`src/logic/ccu_pkg.sv`:
```
// Constants, register map and carrier types of the capture/compare/PWM unit.
// Assumes one 50 MHz clock and a plain address/strobe register port.
// Contract
// - Capture edge prescaler clears when disabled, outside capture mode and on reset.
// - Moving between capture prescaler settings keeps the prescaler count.
// - Compare mode matches value to time base, acts on pin, sets flag.
// - Zero in the control register forces the compare output latch low.
// - Software interrupt compare sets the flag and leaves the pin alone.
// - Special trigger in the first unit resets the capture time base.
// - Special trigger in the second unit also starts a conversion if enabled.
// - Special trigger counter reset never sets the overflow flag.
// - PWM mode drives a waveform with up to ten bits of duty.
// - Zero in the control register forces the PWM output latch low.
// - PWM period is limit plus one, times four clocks, times prescale.
// - Limit match: clear time base, set pin unless duty zero, load shadow.
// - Postscaler only paces the period flag, never the PWM period.
// - Duty is low duty byte above control bits five and four.
// - Duty writes allowed anytime, applied after period match; shadow read-only.
// - Duty is double-buffered in shadow plus two-bit latch.
// - Pin clears when shadow and latch equal extended PWM time base.
// - Duty beyond the period never clears the pin.
// - Mode bits decode off, four capture, four compare and PWM modes.
// - Capture copies the time base into the value and sets the flag.
package ccu_pkg;

  // ****************************************
  // Register map
  // ****************************************
  localparam int ADDR_W = 4;
  localparam logic [3:0] OFF_CTRL = 4'h0;
  localparam logic [3:0] OFF_VALL = 4'h1;
  localparam logic [3:0] OFF_VALH = 4'h2;
  localparam logic [3:0] OFF_PERIOD = 4'h3;
  localparam logic [3:0] OFF_PWMCTL = 4'h4;
  localparam logic [3:0] OFF_TBL = 4'h5;
  localparam logic [3:0] OFF_TBH = 4'h6;
  localparam logic [3:0] OFF_FLAGS = 4'h7;
  localparam logic [3:0] OFF_PWMTB = 4'h8;

  // ****************************************
  // Field positions and reset values
  // ****************************************
  localparam int CTRL_DLSB_HI = 5;
  localparam int CTRL_DLSB_LO = 4;
  localparam int PWMCTL_RUN_TB = 7;
  localparam int PWMCTL_POST_HI = 6;
  localparam int PWMCTL_POST_LO = 3;
  localparam int PWMCTL_EN = 2;
  localparam int FLG_UNIT = 0;
  localparam int FLG_OVF = 1;
  localparam int FLG_PER = 2;
  localparam int FLG_IE = 3;
  localparam logic [7:0] PERIOD_RST = 8'hFF;
  localparam logic [7:0] ZERO_RST = 8'h00;

  // ****************************************
  // Timing: four clocks make one instruction cycle
  // ****************************************
  localparam logic [1:0] QUARTER_LAST = 2'h3;

  // Mode bits of the control register
  typedef enum logic [3:0] {
    CCU_OFF = 4'b0000,
    CCU_CAP_FALL = 4'b0100,
    CCU_CAP_RISE = 4'b0101,
    CCU_CAP_R4 = 4'b0110,
    CCU_CAP_R16 = 4'b0111,
    CCU_CMP_SET = 4'b1000,
    CCU_CMP_CLR = 4'b1001,
    CCU_CMP_SWI = 4'b1010,
    CCU_CMP_SPEC = 4'b1011
  } ccuMode_t;

  // One register port request
  typedef struct packed {
    logic [3:0] addr;
    logic [7:0] wdata;
    logic we;
    logic re;
  } ccuBusReq_t;

endpackage

```
`src/logic/ccu_sync.sv`:
```
// Two-flop synchroniser for the unit pin.
// Assumes an asynchronous pin and the internally released reset.
`timescale 1ns/100ps
`default_nettype none
module ccu_sync
  import ccu_pkg::*;
(
  input wire logic mclk,
  input wire logic rstN,
  input wire logic ce,
  input wire logic d,
  output logic q
);

  logic meta_q;

  // First stage feeds only the second, to contain metastability
  always_ff @(posedge mclk or negedge rstN) begin
    if (!rstN) begin
      meta_q <= 1'b0;
      q <= 1'b0;
    end else if (ce) begin
      meta_q <= d;
      q <= meta_q;
    end
  end

endmodule
`default_nettype wire

```
`src/logic/ccu_pwm_base.sv`:
```
// Eight-bit period counter with 1/4/16 prescaler for the PWM time base.
// Assumes instTick pulses once per four clocks from the owning unit.
`timescale 1ns/100ps
`default_nettype none
module ccu_pwm_base
  import ccu_pkg::*;
(
  input wire logic mclk,
  input wire logic rstN,
  input wire logic ce,
  input wire logic instTick,
  input wire logic [1:0] quarter,
  input wire logic run,
  input wire logic [1:0] prescale,
  input wire logic [7:0] period,
  output logic [7:0] tb_q,
  output logic [1:0] ext,
  output logic wrap
);

  logic [3:0] pre_q;
  logic preHit;
  logic step;

  // Prescale select: 00 by 1, 01 by 4, 1x by 16
  assign preHit = (prescale == 2'b00) ? 1'b1 :
                  (prescale == 2'b01) ? (pre_q[1:0] == 2'b11) : (pre_q == 4'hF);
  assign step = instTick && run && preHit;
  assign wrap = step && (tb_q == period);
  // Fine bits below the counter, giving Tosc-scaled duty resolution
  assign ext = (prescale == 2'b00) ? quarter :
               (prescale == 2'b01) ? pre_q[1:0] : pre_q[3:2];

  // Period is (limit+1) steps of 4 clocks times prescale
  always_ff @(posedge mclk or negedge rstN) begin
    if (!rstN) begin
      pre_q <= 4'h0;
      tb_q <= 8'h00;
    end else if (ce) begin
      if (!run) begin
        pre_q <= 4'h0;
      end else if (instTick) begin
        pre_q <= pre_q + 4'h1;
      end
      if (step) begin
        tb_q <= (tb_q == period) ? 8'h00 : tb_q + 8'h01;
      end
    end
  end

endmodule
`default_nettype wire

```
`src/logic/ccu_unit.sv`:
```
// Capture/compare/PWM unit with its capture time base and PWM time base.
// Assumes a single-cycle register port and an asynchronous unit pin.
`timescale 1ns/100ps
`default_nettype none
module ccu_unit
  import ccu_pkg::*;
#(
  parameter logic UNIT_SECOND = 1'b0
)
(
  input wire logic mclk,
  input wire logic rst_n,
  input wire logic ce,
  input wire ccuBusReq_t busReq,
  output logic [7:0] rdData_q,
  input wire logic pinIn,
  output logic pinOut,
  output logic pinOe,
  output logic unitFlag,
  output logic unitIe,
  input wire logic adcEnable,
  output logic adcStart_q
);

  // ****************************************
  // Reset release and pin input
  // ****************************************
  logic [1:0] rstPipe_q;
  logic rstN;
  logic pinSync;
  logic pinPrev_q;

  // Release is synchronised so every flop leaves reset on the same edge
  always_ff @(posedge mclk or negedge rst_n) begin
    if (!rst_n) begin
      rstPipe_q <= 2'b00;
    end else begin
      rstPipe_q <= {rstPipe_q[0], 1'b1};
    end
  end
  assign rstN = rstPipe_q[1];

  ccu_sync uPinSync (
    .mclk(mclk),
    .rstN(rstN),
    .ce(ce),
    .d(pinIn),
    .q(pinSync)
  );

  // ****************************************
  // Registers and decode
  // ****************************************
  logic [7:0] ctrl_q;
  logic [7:0] valL_q;
  logic [7:0] valH_q;
  logic [7:0] period_q;
  logic [7:0] pwmCtl_q;
  logic [15:0] tb_q;
  logic unitFlag_q;
  logic ovfFlag_q;
  logic perFlag_q;
  logic ie_q;
  logic [3:0] mode;
  logic wrCtrl, wrValL, wrValH, wrPeriod, wrPwmCtl, wrTbl, wrTbh, wrFlags;

  assign wrCtrl = busReq.we && (busReq.addr == OFF_CTRL);
  assign wrValL = busReq.we && (busReq.addr == OFF_VALL);
  assign wrValH = busReq.we && (busReq.addr == OFF_VALH);
  assign wrPeriod = busReq.we && (busReq.addr == OFF_PERIOD);
  assign wrPwmCtl = busReq.we && (busReq.addr == OFF_PWMCTL);
  assign wrTbl = busReq.we && (busReq.addr == OFF_TBL);
  assign wrTbh = busReq.we && (busReq.addr == OFF_TBH);
  assign wrFlags = busReq.we && (busReq.addr == OFF_FLAGS);

  // Mode groups
  logic modeOff, isCapture, isCompare, isPwm;
  assign mode = ctrl_q[3:0];
  assign modeOff = (mode == CCU_OFF);
  assign isCapture = (mode[3:2] == 2'b01);
  assign isCompare = (mode[3:2] == 2'b10);
  assign isPwm = (mode[3:2] == 2'b11);

  // ****************************************
  // Instruction-cycle tick
  // ****************************************
  logic [1:0] quarter_q;
  logic instTick;
  assign instTick = (quarter_q == QUARTER_LAST);

  always_ff @(posedge mclk or negedge rstN) begin
    if (!rstN) begin
      quarter_q <= 2'b00;
    end else if (ce) begin
      quarter_q <= quarter_q + 2'b01;
    end
  end

  // ****************************************
  // Capture
  // ****************************************
  logic [3:0] capCnt_q;
  logic riseEdge, fallEdge, capEvent;
  assign riseEdge = pinSync && !pinPrev_q;
  assign fallEdge = !pinSync && pinPrev_q;
  assign capEvent = isCapture && ((mode == CCU_CAP_FALL) ? fallEdge :
                    (mode == CCU_CAP_RISE) ? riseEdge :
                    (mode == CCU_CAP_R4) ? (riseEdge && capCnt_q[1:0] == 2'b11) :
                    (riseEdge && capCnt_q == 4'hF));

  // Count keeps running across capture-to-capture mode changes
  always_ff @(posedge mclk or negedge rstN) begin
    if (!rstN) begin
      pinPrev_q <= 1'b0;
      capCnt_q <= 4'h0;
    end else if (ce) begin
      pinPrev_q <= pinSync;
      if (!isCapture) begin
        capCnt_q <= 4'h0;
      end else if (riseEdge) begin
        capCnt_q <= capCnt_q + 4'h1;
      end
    end
  end

  // ****************************************
  // Compare and special event
  // ****************************************
  logic matchPrev_q;
  logic cmpLatch_q;
  logic matchNow, matchRise, specReset, tbStep, ovfSet, tbWrite;
  assign matchNow = isCompare && (tb_q == {valH_q, valL_q});
  // A match spans four clocks; act once on its first one
  assign matchRise = matchNow && !matchPrev_q;
  assign specReset = matchRise && (mode == CCU_CMP_SPEC);
  assign tbWrite = wrTbl || wrTbh;
  assign tbStep = pwmCtl_q[PWMCTL_RUN_TB] && instTick;
  // Overflow only from counting; trigger reset takes precedence
  assign ovfSet = tbStep && !specReset && !tbWrite && (tb_q == 16'hFFFF);

  always_ff @(posedge mclk or negedge rstN) begin
    if (!rstN) begin
      matchPrev_q <= 1'b0;
      cmpLatch_q <= 1'b0;
    end else if (ce) begin
      matchPrev_q <= matchNow;
      if (modeOff) begin
        cmpLatch_q <= 1'b0;
      end else if (matchRise && mode == CCU_CMP_SET) begin
        cmpLatch_q <= 1'b1;
      end else if (matchRise && mode == CCU_CMP_CLR) begin
        cmpLatch_q <= 1'b0;
      end
    end
  end

  // Capture time base; writes beat the trigger reset
  always_ff @(posedge mclk or negedge rstN) begin
    if (!rstN) begin
      tb_q <= 16'h0000;
    end else if (ce) begin
      if (wrTbl) begin
        tb_q[7:0] <= busReq.wdata;
      end else if (wrTbh) begin
        tb_q[15:8] <= busReq.wdata;
      end else if (specReset) begin
        tb_q <= 16'h0000;
      end else if (tbStep) begin
        tb_q <= tb_q + 16'h0001;
      end
    end
  end

  // Conversion start pulse from the second unit only
  always_ff @(posedge mclk or negedge rstN) begin
    if (!rstN) begin
      adcStart_q <= 1'b0;
    end else if (ce) begin
      adcStart_q <= UNIT_SECOND && specReset && adcEnable;
    end
  end

  // ****************************************
  // PWM
  // ****************************************
  logic [7:0] pwmTb;
  logic [1:0] pwmExt;
  logic pwmWrap;
  logic [1:0] dutyLat_q;
  logic pwmLatch_q;
  logic [3:0] postCnt_q;
  logic dutyHit;
  logic [9:0] dutyNext;

  ccu_pwm_base uPwmBase (
    .mclk(mclk),
    .rstN(rstN),
    .ce(ce),
    .instTick(instTick),
    .quarter(quarter_q),
    .run(pwmCtl_q[PWMCTL_EN]),
    .prescale(pwmCtl_q[1:0]),
    .period(period_q),
    .tb_q(pwmTb),
    .ext(pwmExt),
    .wrap(pwmWrap)
  );

  assign dutyNext = {valL_q, ctrl_q[CTRL_DLSB_HI:CTRL_DLSB_LO]};
  // Duty above the period never meets the counter, so pin stays high
  assign dutyHit = ({valH_q, dutyLat_q} == {pwmTb, pwmExt});

  // Output latch: wrap sets, buffered duty clears
  always_ff @(posedge mclk or negedge rstN) begin
    if (!rstN) begin
      pwmLatch_q <= 1'b0;
      dutyLat_q <= 2'b00;
    end else if (ce) begin
      if (pwmWrap && isPwm) begin
        dutyLat_q <= dutyNext[1:0];
      end
      if (!isPwm) begin
        pwmLatch_q <= 1'b0;
      end else if (pwmWrap) begin
        pwmLatch_q <= (dutyNext != 10'h000);
      end else if (dutyHit) begin
        pwmLatch_q <= 1'b0;
      end
    end
  end

  // Postscaler paces only the period flag
  always_ff @(posedge mclk or negedge rstN) begin
    if (!rstN) begin
      postCnt_q <= 4'h0;
    end else if (ce && pwmWrap) begin
      postCnt_q <= (postCnt_q == pwmCtl_q[PWMCTL_POST_HI:PWMCTL_POST_LO]) ?
                   4'h0 : postCnt_q + 4'h1;
    end
  end

  // ****************************************
  // Software registers
  // ****************************************
  logic postHit;
  assign postHit = pwmWrap &&
                   (postCnt_q == pwmCtl_q[PWMCTL_POST_HI:PWMCTL_POST_LO]);

  always_ff @(posedge mclk or negedge rstN) begin
    if (!rstN) begin
      ctrl_q <= ZERO_RST;
      period_q <= PERIOD_RST;
      pwmCtl_q <= ZERO_RST;
    end else if (ce) begin
      if (wrCtrl) begin
        ctrl_q <= {2'b00, busReq.wdata[5:0]};
      end
      if (wrPeriod) begin
        period_q <= busReq.wdata;
      end
      if (wrPwmCtl) begin
        pwmCtl_q <= busReq.wdata;
      end
    end
  end

  // Value pair: capture wins over a software write in the same cycle
  always_ff @(posedge mclk or negedge rstN) begin
    if (!rstN) begin
      valL_q <= ZERO_RST;
      valH_q <= ZERO_RST;
    end else if (ce) begin
      if (capEvent) begin
        {valH_q, valL_q} <= tb_q;
      end else begin
        if (wrValL) begin
          valL_q <= busReq.wdata;
        end
        if (isPwm && pwmWrap) begin
          valH_q <= valL_q;
        end else if (wrValH && !isPwm) begin
          valH_q <= busReq.wdata;
        end
      end
    end
  end

  // Flags: hardware set beats a write-one clear
  always_ff @(posedge mclk or negedge rstN) begin
    if (!rstN) begin
      unitFlag_q <= 1'b0;
      ovfFlag_q <= 1'b0;
      perFlag_q <= 1'b0;
      ie_q <= 1'b0;
    end else if (ce) begin
      unitFlag_q <= (capEvent || matchRise) ||
                    (unitFlag_q && !(wrFlags && busReq.wdata[FLG_UNIT]));
      ovfFlag_q <= ovfSet || (ovfFlag_q && !(wrFlags && busReq.wdata[FLG_OVF]));
      perFlag_q <= postHit || (perFlag_q && !(wrFlags && busReq.wdata[FLG_PER]));
      if (wrFlags) begin
        ie_q <= busReq.wdata[FLG_IE];
      end
    end
  end

  // Read mux; unmapped addresses read zero
  logic [7:0] rdMux;
  assign rdMux = (busReq.addr == OFF_CTRL) ? ctrl_q :
                 (busReq.addr == OFF_VALL) ? valL_q :
                 (busReq.addr == OFF_VALH) ? valH_q :
                 (busReq.addr == OFF_PERIOD) ? period_q :
                 (busReq.addr == OFF_PWMCTL) ? pwmCtl_q :
                 (busReq.addr == OFF_TBL) ? tb_q[7:0] :
                 (busReq.addr == OFF_TBH) ? tb_q[15:8] :
                 (busReq.addr == OFF_FLAGS) ?
                   {4'h0, ie_q, perFlag_q, ovfFlag_q, unitFlag_q} :
                 (busReq.addr == OFF_PWMTB) ? pwmTb : 8'h00;

  always_ff @(posedge mclk or negedge rstN) begin
    if (!rstN) begin
      rdData_q <= 8'h00;
    end else if (ce && busReq.re) begin
      rdData_q <= rdMux;
    end
  end

  // Pin drive follows the active mode; a duty match drops the PWM pin in its own cycle
  assign pinOut = isPwm ? (pwmLatch_q && !dutyHit) : cmpLatch_q;
  assign pinOe = isPwm || (isCompare && !mode[1]);
  assign unitFlag = unitFlag_q;
  assign unitIe = ie_q;
endmodule
`default_nettype wire

```
`config.mk`:
```
export PLATFORM = sky130hd
export DESIGN_NAME = ccu_unit
export DESIGN_NICKNAME = d
export VERILOG_FILES = /design/src/logic/ccu_pkg.sv /design/src/logic/ccu_sync.sv /design/src/logic/ccu_pwm_base.sv /design/src/logic/ccu_unit.sv
export SDC_FILE = /design/constraint.sdc
export NUM_CORES = 1
export LEC_CHECK = 0
export ABC_AREA = 1
export BUFFER_PORTS_ARGS = -buffer_cell sky130_fd_sc_hd__buf_4
export CAP_MARGIN = 15
export CORE_ASPECT_RATIO = 1.2
export CORE_MARGIN = 10
export CORE_UTILIZATION = 30
export CTS_CLUSTER_DIAMETER = 80
export DETAILED_ROUTE_END_ITERATION = 10
export HOLD_SLACK_MARGIN = 0.12
export SLEW_MARGIN = 25
export SYNTH_ARGS = -nofsm -noshare
export SYNTH_HDL_FRONTEND = slang
export SYNTH_HIERARCHICAL = 1
export SYNTH_SLANG_ARGS = --single-unit
```
`constraint.sdc`:
```
create_clock -name mclk -period 6.6 [get_ports mclk]
set_input_delay 1.32 -clock mclk [delete_from_list [all_inputs] [get_ports mclk]]
set_output_delay 1.32 -clock mclk [all_outputs]
set_load 0.1 [all_outputs]
```
# After elaboration in Yosys (flattened, before gate mapping)

Cells that the tools add are included.

Flip-flop bits (word level): 98
Input port bits: 19
Output and inout bits: 13
Word-level logic and storage cells: 181

$add $sub $neg: 6
Equality and inequality tests: 32
Multiplexer cells: 39
Bitwise gates (word level): 1
Reductions and logical operators: 78

Operators with widths:

| kind                                                 | count |
|---|---|
| 2-to-1 mux 8 bit                                     | 18 |
| logical AND 1 bit                                    | 38 |
| 2-to-1 mux 16 bit                                    | 2 |
| equality test 4 x 3 -> 1 bit (second input constant) | 7 |
| equality test 4 bit (second input constant)          | 6 |
| AND reduction 2 bit                                  | 12 |
| 2-to-1 mux 4 bit                                     | 5 |
| adder 16 x 1 -> 16 bit (second input constant)       | 1 |
| equality test 16 bit                                 | 1 |
| equality test 16 bit (second input constant)         | 1 |
| adder 4 x 1 -> 4 bit (second input constant)         | 3 |
| 2-to-1 mux 1 bit                                     | 12 |
| nonzero test 3 bit                                   | 4 |
| logical NOT 1 bit                                    | 11 |
| equality test 10 bit                                 | 1 |
| equality test 2 bit (second input constant)          | 5 |
| nonzero test 10 bit                                  | 1 |
| adder 8 x 1 -> 8 bit (second input constant)         | 1 |
| equality test 4 x 2 -> 1 bit (second input constant) | 2 |
| equality test 8 bit                                  | 1 |
| logical NOT 4 bit                                    | 2 |
| logical OR 1 bit                                     | 6 |
| AND reduction 3 bit                                  | 2 |
| equality test 2 x 1 -> 1 bit (second input constant) | 2 |
| other kinds (10)                                     | 12 |

# Depth between registers and ports, before layout

Word-level depth: 10
Mapped depth: 15
Depth with buffers taken out: 14

# Cells and area by module

Netlist, hierarchy kept.

Modules (own cells, without submodules):

| module       | times used | cells an instance | area an instance (sq um) |
|---|---|---|---|
| ccu_unit     | 1          | 788               | 5565.3 |
| ccu_pwm_base | 1          | 135               | 932.1 |
| ccu_sync     | 1          | 9                 | 76.3 |

# Worst setup path before layout

No wires, ideal clock.

Kind: register -> output
Start point: register ctrl_q[1]
End point: output port pinOe
Arrival: 1978 ps
Required time: 5280 ps
Path slack: 3302 ps
Cell stages (with the launch flop): 3
Buffers on the path: 1
Path through: dfrtp_1 -> buf_2 -> a21oi_1

Cells in the longest elaborated chain, start to end: 3

Ends and longest elaborated chain:

| element                | RTL line        | RTL |
|---|---|---|
| from (decl)            | ccu_unit.sv:54  | `logic [7:0] ctrl_q;` |
| from (signal assigned) | ccu_unit.sv:256 | `ctrl_q <= {2'b00, busReq.wdata[5:0]};` |
| logical NOT 1 bit      | ccu_unit.sv:329 | `assign pinOe = isPwm \|\| (isCompare && !mode[1]);` |
| logical AND 1 bit      | ccu_unit.sv:329 |  |
| logical OR 1 bit       | ccu_unit.sv:329 |  |
| to (decl)              | ccu_unit.sv:18  | `output logic pinOe,` |

Every way passes these cells.

# Worst setup path after layout

Start point: register pwmCtl_q[1]
End point: output port pinOut

Cells in the longest elaborated chain, start to end: 7
Elaborated cells on any way between the ends: 8
Those cells by class: eq/ne (2); mux (3); reduce/logical (3)

Ends and longest elaborated chain:

| element                      | RTL line           | RTL |
|---|---|---|
| from (decl)                  | ccu_unit.sv:58     | `logic [7:0] pwmCtl_q;` |
| from (signal assigned)       | ccu_unit.sv:262    | `pwmCtl_q <= busReq.wdata;` |
| equality test 2 x 1 -> 1 bit | ccu_pwm_base.sv:32 | `(prescale == 2'b01) ? pre_q[1:0] : pre_q[3:2];` |
| 2-to-1 mux 2 bit             | ccu_pwm_base.sv:32 |  |
| 2-to-1 mux 2 bit *           | ccu_pwm_base.sv:31 | `assign ext = (prescale == 2'b00) ? quarter :` |
| via pwmExt[1]                | ccu_unit.sv:187    | `logic [1:0] pwmExt;` |
| equality test 10 bit *       | ccu_unit.sv:211    | `assign dutyHit = ({valH_q, dutyLat_q} == {pwmTb, pwmExt});` |
| logical NOT 1 bit *          | ccu_unit.sv:328    | `assign pinOut = isPwm ? (pwmLatch_q && !dutyHit) : cmpLatch_q;` |
| logical AND 1 bit *          | ccu_unit.sv:328    |  |
| 2-to-1 mux 1 bit *           | ccu_unit.sv:328    |  |
| to (decl)                    | ccu_unit.sv:17     | `output logic pinOut,` |

Mark *: on every way through the listed nets, which the timed path passes. The rest lies on a longest branch.

==> metrics.md <==
| Metric | Value |
|---|---|
| Status | completed |
| Worst IR Drop VDD | 0.1711 mV |
| Max transition margin | 0.5307 |
| YS warnings | 6 |
| Top-Level Pins | 32 |
| Detail Placement HPWL | 15720 um |
| Period utilization | 0.5372 |
| Achievable Freq | 0.2821 GHz |
| Postcts setup bufs | 0 |
| CP max FO | 8 |
| Final Max Slew Viols | 0 |
| RR Startpoint | quarter_q[0] |
| FF+latch area | 2466 sq um |
| Reg2Reg Depth | 10 |
| FF+latch count, synth | 98 |
| Core area | 21630 sq um |
| Synth area leaders | dfrtp_1 34%, nand2_1 19%, inv_1 5.7% |
| Area after DPL | 7018 sq um |
| Finished Layout Cells | 1232 |
| Setup TNS | 0 ns |
| Vias/cell | 5.030 |
| Most used DFF post-synth | dfrtp_1 |
| Die Wd | 155.1 um |
| Fraction of layout cells with a size suffix above 1 | 0.1294 |
| Multi-input logic area | 3515 sq um |
| Critical Path RT | 5.28 ns |
| CTS Hold Bufs | 0 |
| DIE AREA | 28260 sq um |
| Buffers on Ports | 29 |
| Vias | 6197 |
| Worst hold path class | register to register |
| CP Data Arrival Time | 2.23 ns |
| Post-synth top area cell | dfrtp_1 |
| GRT Total Usage | 0.1476 |
| Drt initial violations | 572 |
| Tot Pwr | 2.300 mW |
| Bufs on Longest Clock Path | 2 |
| Number of routed nets with antenna violations | 0 |
| Crit end category | output pin |
| CP max stage cell | dfrtp_1 |
| R2r setup slk | 3.88 ns |
| Final Hold Viols | 0 |
| Die Span Y | 182.2 um |
| Synthesized area per cell | 7.053 sq um |
| Global-route wire length before repair | 33180 um |
| Total CTS buffers | 9 |
| Max Cap Violations | 0 |
| Worst-path clk slew | 0.07 ns |
| Total gr overflow | 0 |
| Synth top cells by count | 336 x nand2_1, 100 x inv_1, 90 x dfrtp_1 |
| Layout net count | 978 |
| TritonCTS clock tree | yes |
| Placed Cells | 1216 |
| Initial core utilization | 0.3039 |
| H-tree Lvls | 3 |
| Final setup viols | 0 |
| CP Capture Point | pinOut |
| Leakage | 3.650 nW |
| Worst Setup Start Kind | register |
| Share of synthesized registers carrying an async set or reset | 1.000 |
| Diode count | 0 |
| DRT Pass-1 Iters | 5 |
| Number of flops mapped to enable cells by yosys | 0 |
| Min cycle time layout | 3.545 ns |
| Vias in the first global route | 5967 |
| Launch point of the critical path | pwmCtl_q[1] |
| Fin area | 7357 sq um |
| GPL Wtd Cong | 0.9481 |
| Post-Synthesis Cells | 932 |
| Power density over the cells | 312.7 nW/um^2 |
| Largest net degree at the start of global routing | 51 |
| Setup CP Type | register to output pin |
| Worst path max stage delay | 0.54 ns |
| Final WL | 20570 um |
| Syn_nets | 957 |
| CTS root buffer | clkbuf_16 |
| Clk_skew | 0.01047 ns |
| Number of gates resized after cts | 0 |
| Syn Std Cell Area | 6574 sq um |
| Row count | 59 |
| Drt wl/cell | 16.69 um |
| Top-count cell post-synth | nand2_1 |
| RSZ-0062 raised after global routing | no |
| Clock latency on the worst-skew pair | 0.36 ns |
| # DRC | 0 |
| Worst slew pin tran | 0.7014 ns |
| Worst-path cell chain | nor2_1 -> nand2_1 -> o211ai_1 -> xor2_1 -> nor4_1 -> nand3_1 -> nand3_1 -> nand2_1 -> buf_4 |
| Post-synthesis sequential area ratio | 0.3746 |
| Post-synthesis cell type count | 50 |
| Fill cells | 2329 |
| Initial antenna violation count | 0 |
| Syn-to-layout area delta | 11.91% |
| Top-area cell type share of the netlist area | 0.3426 |
| FF-to-FF End | valH_q[7] |
| Num Clock Sinks | 98 |
| Final core utilization | 0.3401 |
## through the flow
stage	hold WS [ns]	setup slack, ns
floorplan	0.3312	3.302
global placement	0.3383	3.431
detailed placement	0.3403	3.399
CTS	0.3570	3.011
global route	0.3562	2.844
finish	0.3546	3.055
## critical path, delay by kind of cell, from the launching register on
| kind | cells | cell delay (ns) |
|---|---|---|
| AOI/OAI and AO/OA | 1 | 0.10 |
| DFF | 1 | 0.54 |
| buffers and inverters | 1 | 0.24 |
| xor gates and xnor gates | 1 | 0.17 |
| and+or+nand+nor | 6 | 0.84 |
## cell usage in the layout (no fill, tap or decap), types with 2 or more instances in the layout
cell type / count
nor3_2: 3
bufinv_16: 2
inv_1: 100
nand3_2: 13
nor2_2: 5
clkinv_4: 3
nor2_1: 58
nand2_2: 8
dfrtp_1: 89
clkbuf_8: 3
nand2_4: 5
clkbuf_16: 9
o22ai_1: 2
and2_1: 2
or2_2: 2
nor4_1: 3
nand3_1: 31
ha_1: 6
xnor2_1: 8
o2111ai_1: 2
nor3_1: 8
inv_2: 17
o211ai_1: 22
conb_1: 2
buf_4: 30
xor2_1: 23
dfstp_2: 8
nor2_4: 5
o21ai_1: 7
o21ai_0: 70
nand3b_1: 6
nand2_1: 336
nand4_1: 27
a21oi_1: 24
## state kept, by name (all words and copies together) (netlist names), 2 cells and up
signal / count
rdData_q: 8
capCnt_q: 4
quarter_q: 2
pwmCtl_q: 8
uPwmBase/tb_q: 8
ctrl_q: 6
dutyLat_q: 2
valH_q: 8
valL_q: 8
rstPipe_q: 2
postCnt_q: 4
uPwmBase/pre_q: 4
period_q: 8
tb_q: 16
## power by group
group	leakage, nW	switching (mW)	internal (mW)
logic	2.23	0.522	0.255
registers	1.26	0.191	0.727
clock network	0.165	0.242	0.363
total	3.65	0.955	1.35
## worst min path at each step
stage | startpoint | slack [ns] | endpoint | cells after the start
final | rstPipe_q[0] | 0.35 | rstPipe_q[1] | 0
after global routing | rstPipe_q[0] | 0.36 | rstPipe_q[1] | 0
after CTS | rstPipe_q[0] | 0.36 | rstPipe_q[1] | 0
after detailed placement | rstPipe_q[0] | 0.34 | rstPipe_q[1] | 0
after global placement | rstPipe_q[0] | 0.34 | rstPipe_q[1] | 0
after floorplan | rstPipe_q[0] | 0.33 | rstPipe_q[1] | 0
## layout make-up
class,instances,share of cell area
inverters,121,0.06378
repair buffers,30,0.03061
clock inverters,4,0.009864
multi-input cells,693,0.4777
well taps,274,0.04660
flip-flops and latches,98,0.3352
clock buffers,12,0.03622
## cells by family (layout without fill, tap and decap cells)
family,after synthesis,count (layout),share of synthesized area
DFF,98,98,0.3746
other,2,2,0.001142
adders and majority gates,6,6,0.01142
buffers and inverters,141,167,0.09079
muxes,1,1,0.001713
AOI/OAI and AO/OA,136,136,0.1216
and+or+nand+nor,516,516,0.3550
xor gates and xnor gates,32,32,0.04378
## layer usage
metal  global-route usage  vias up  part of all wire
met5                    0        -                 0
met4              0.06962        0             0.042
met3              0.02846       54             0.074
met2               0.2295      223              0.45
met1               0.1924     2896              0.43
li1                     -     3024                 -
Note: power is estimated with default switching activity, not from simulation.
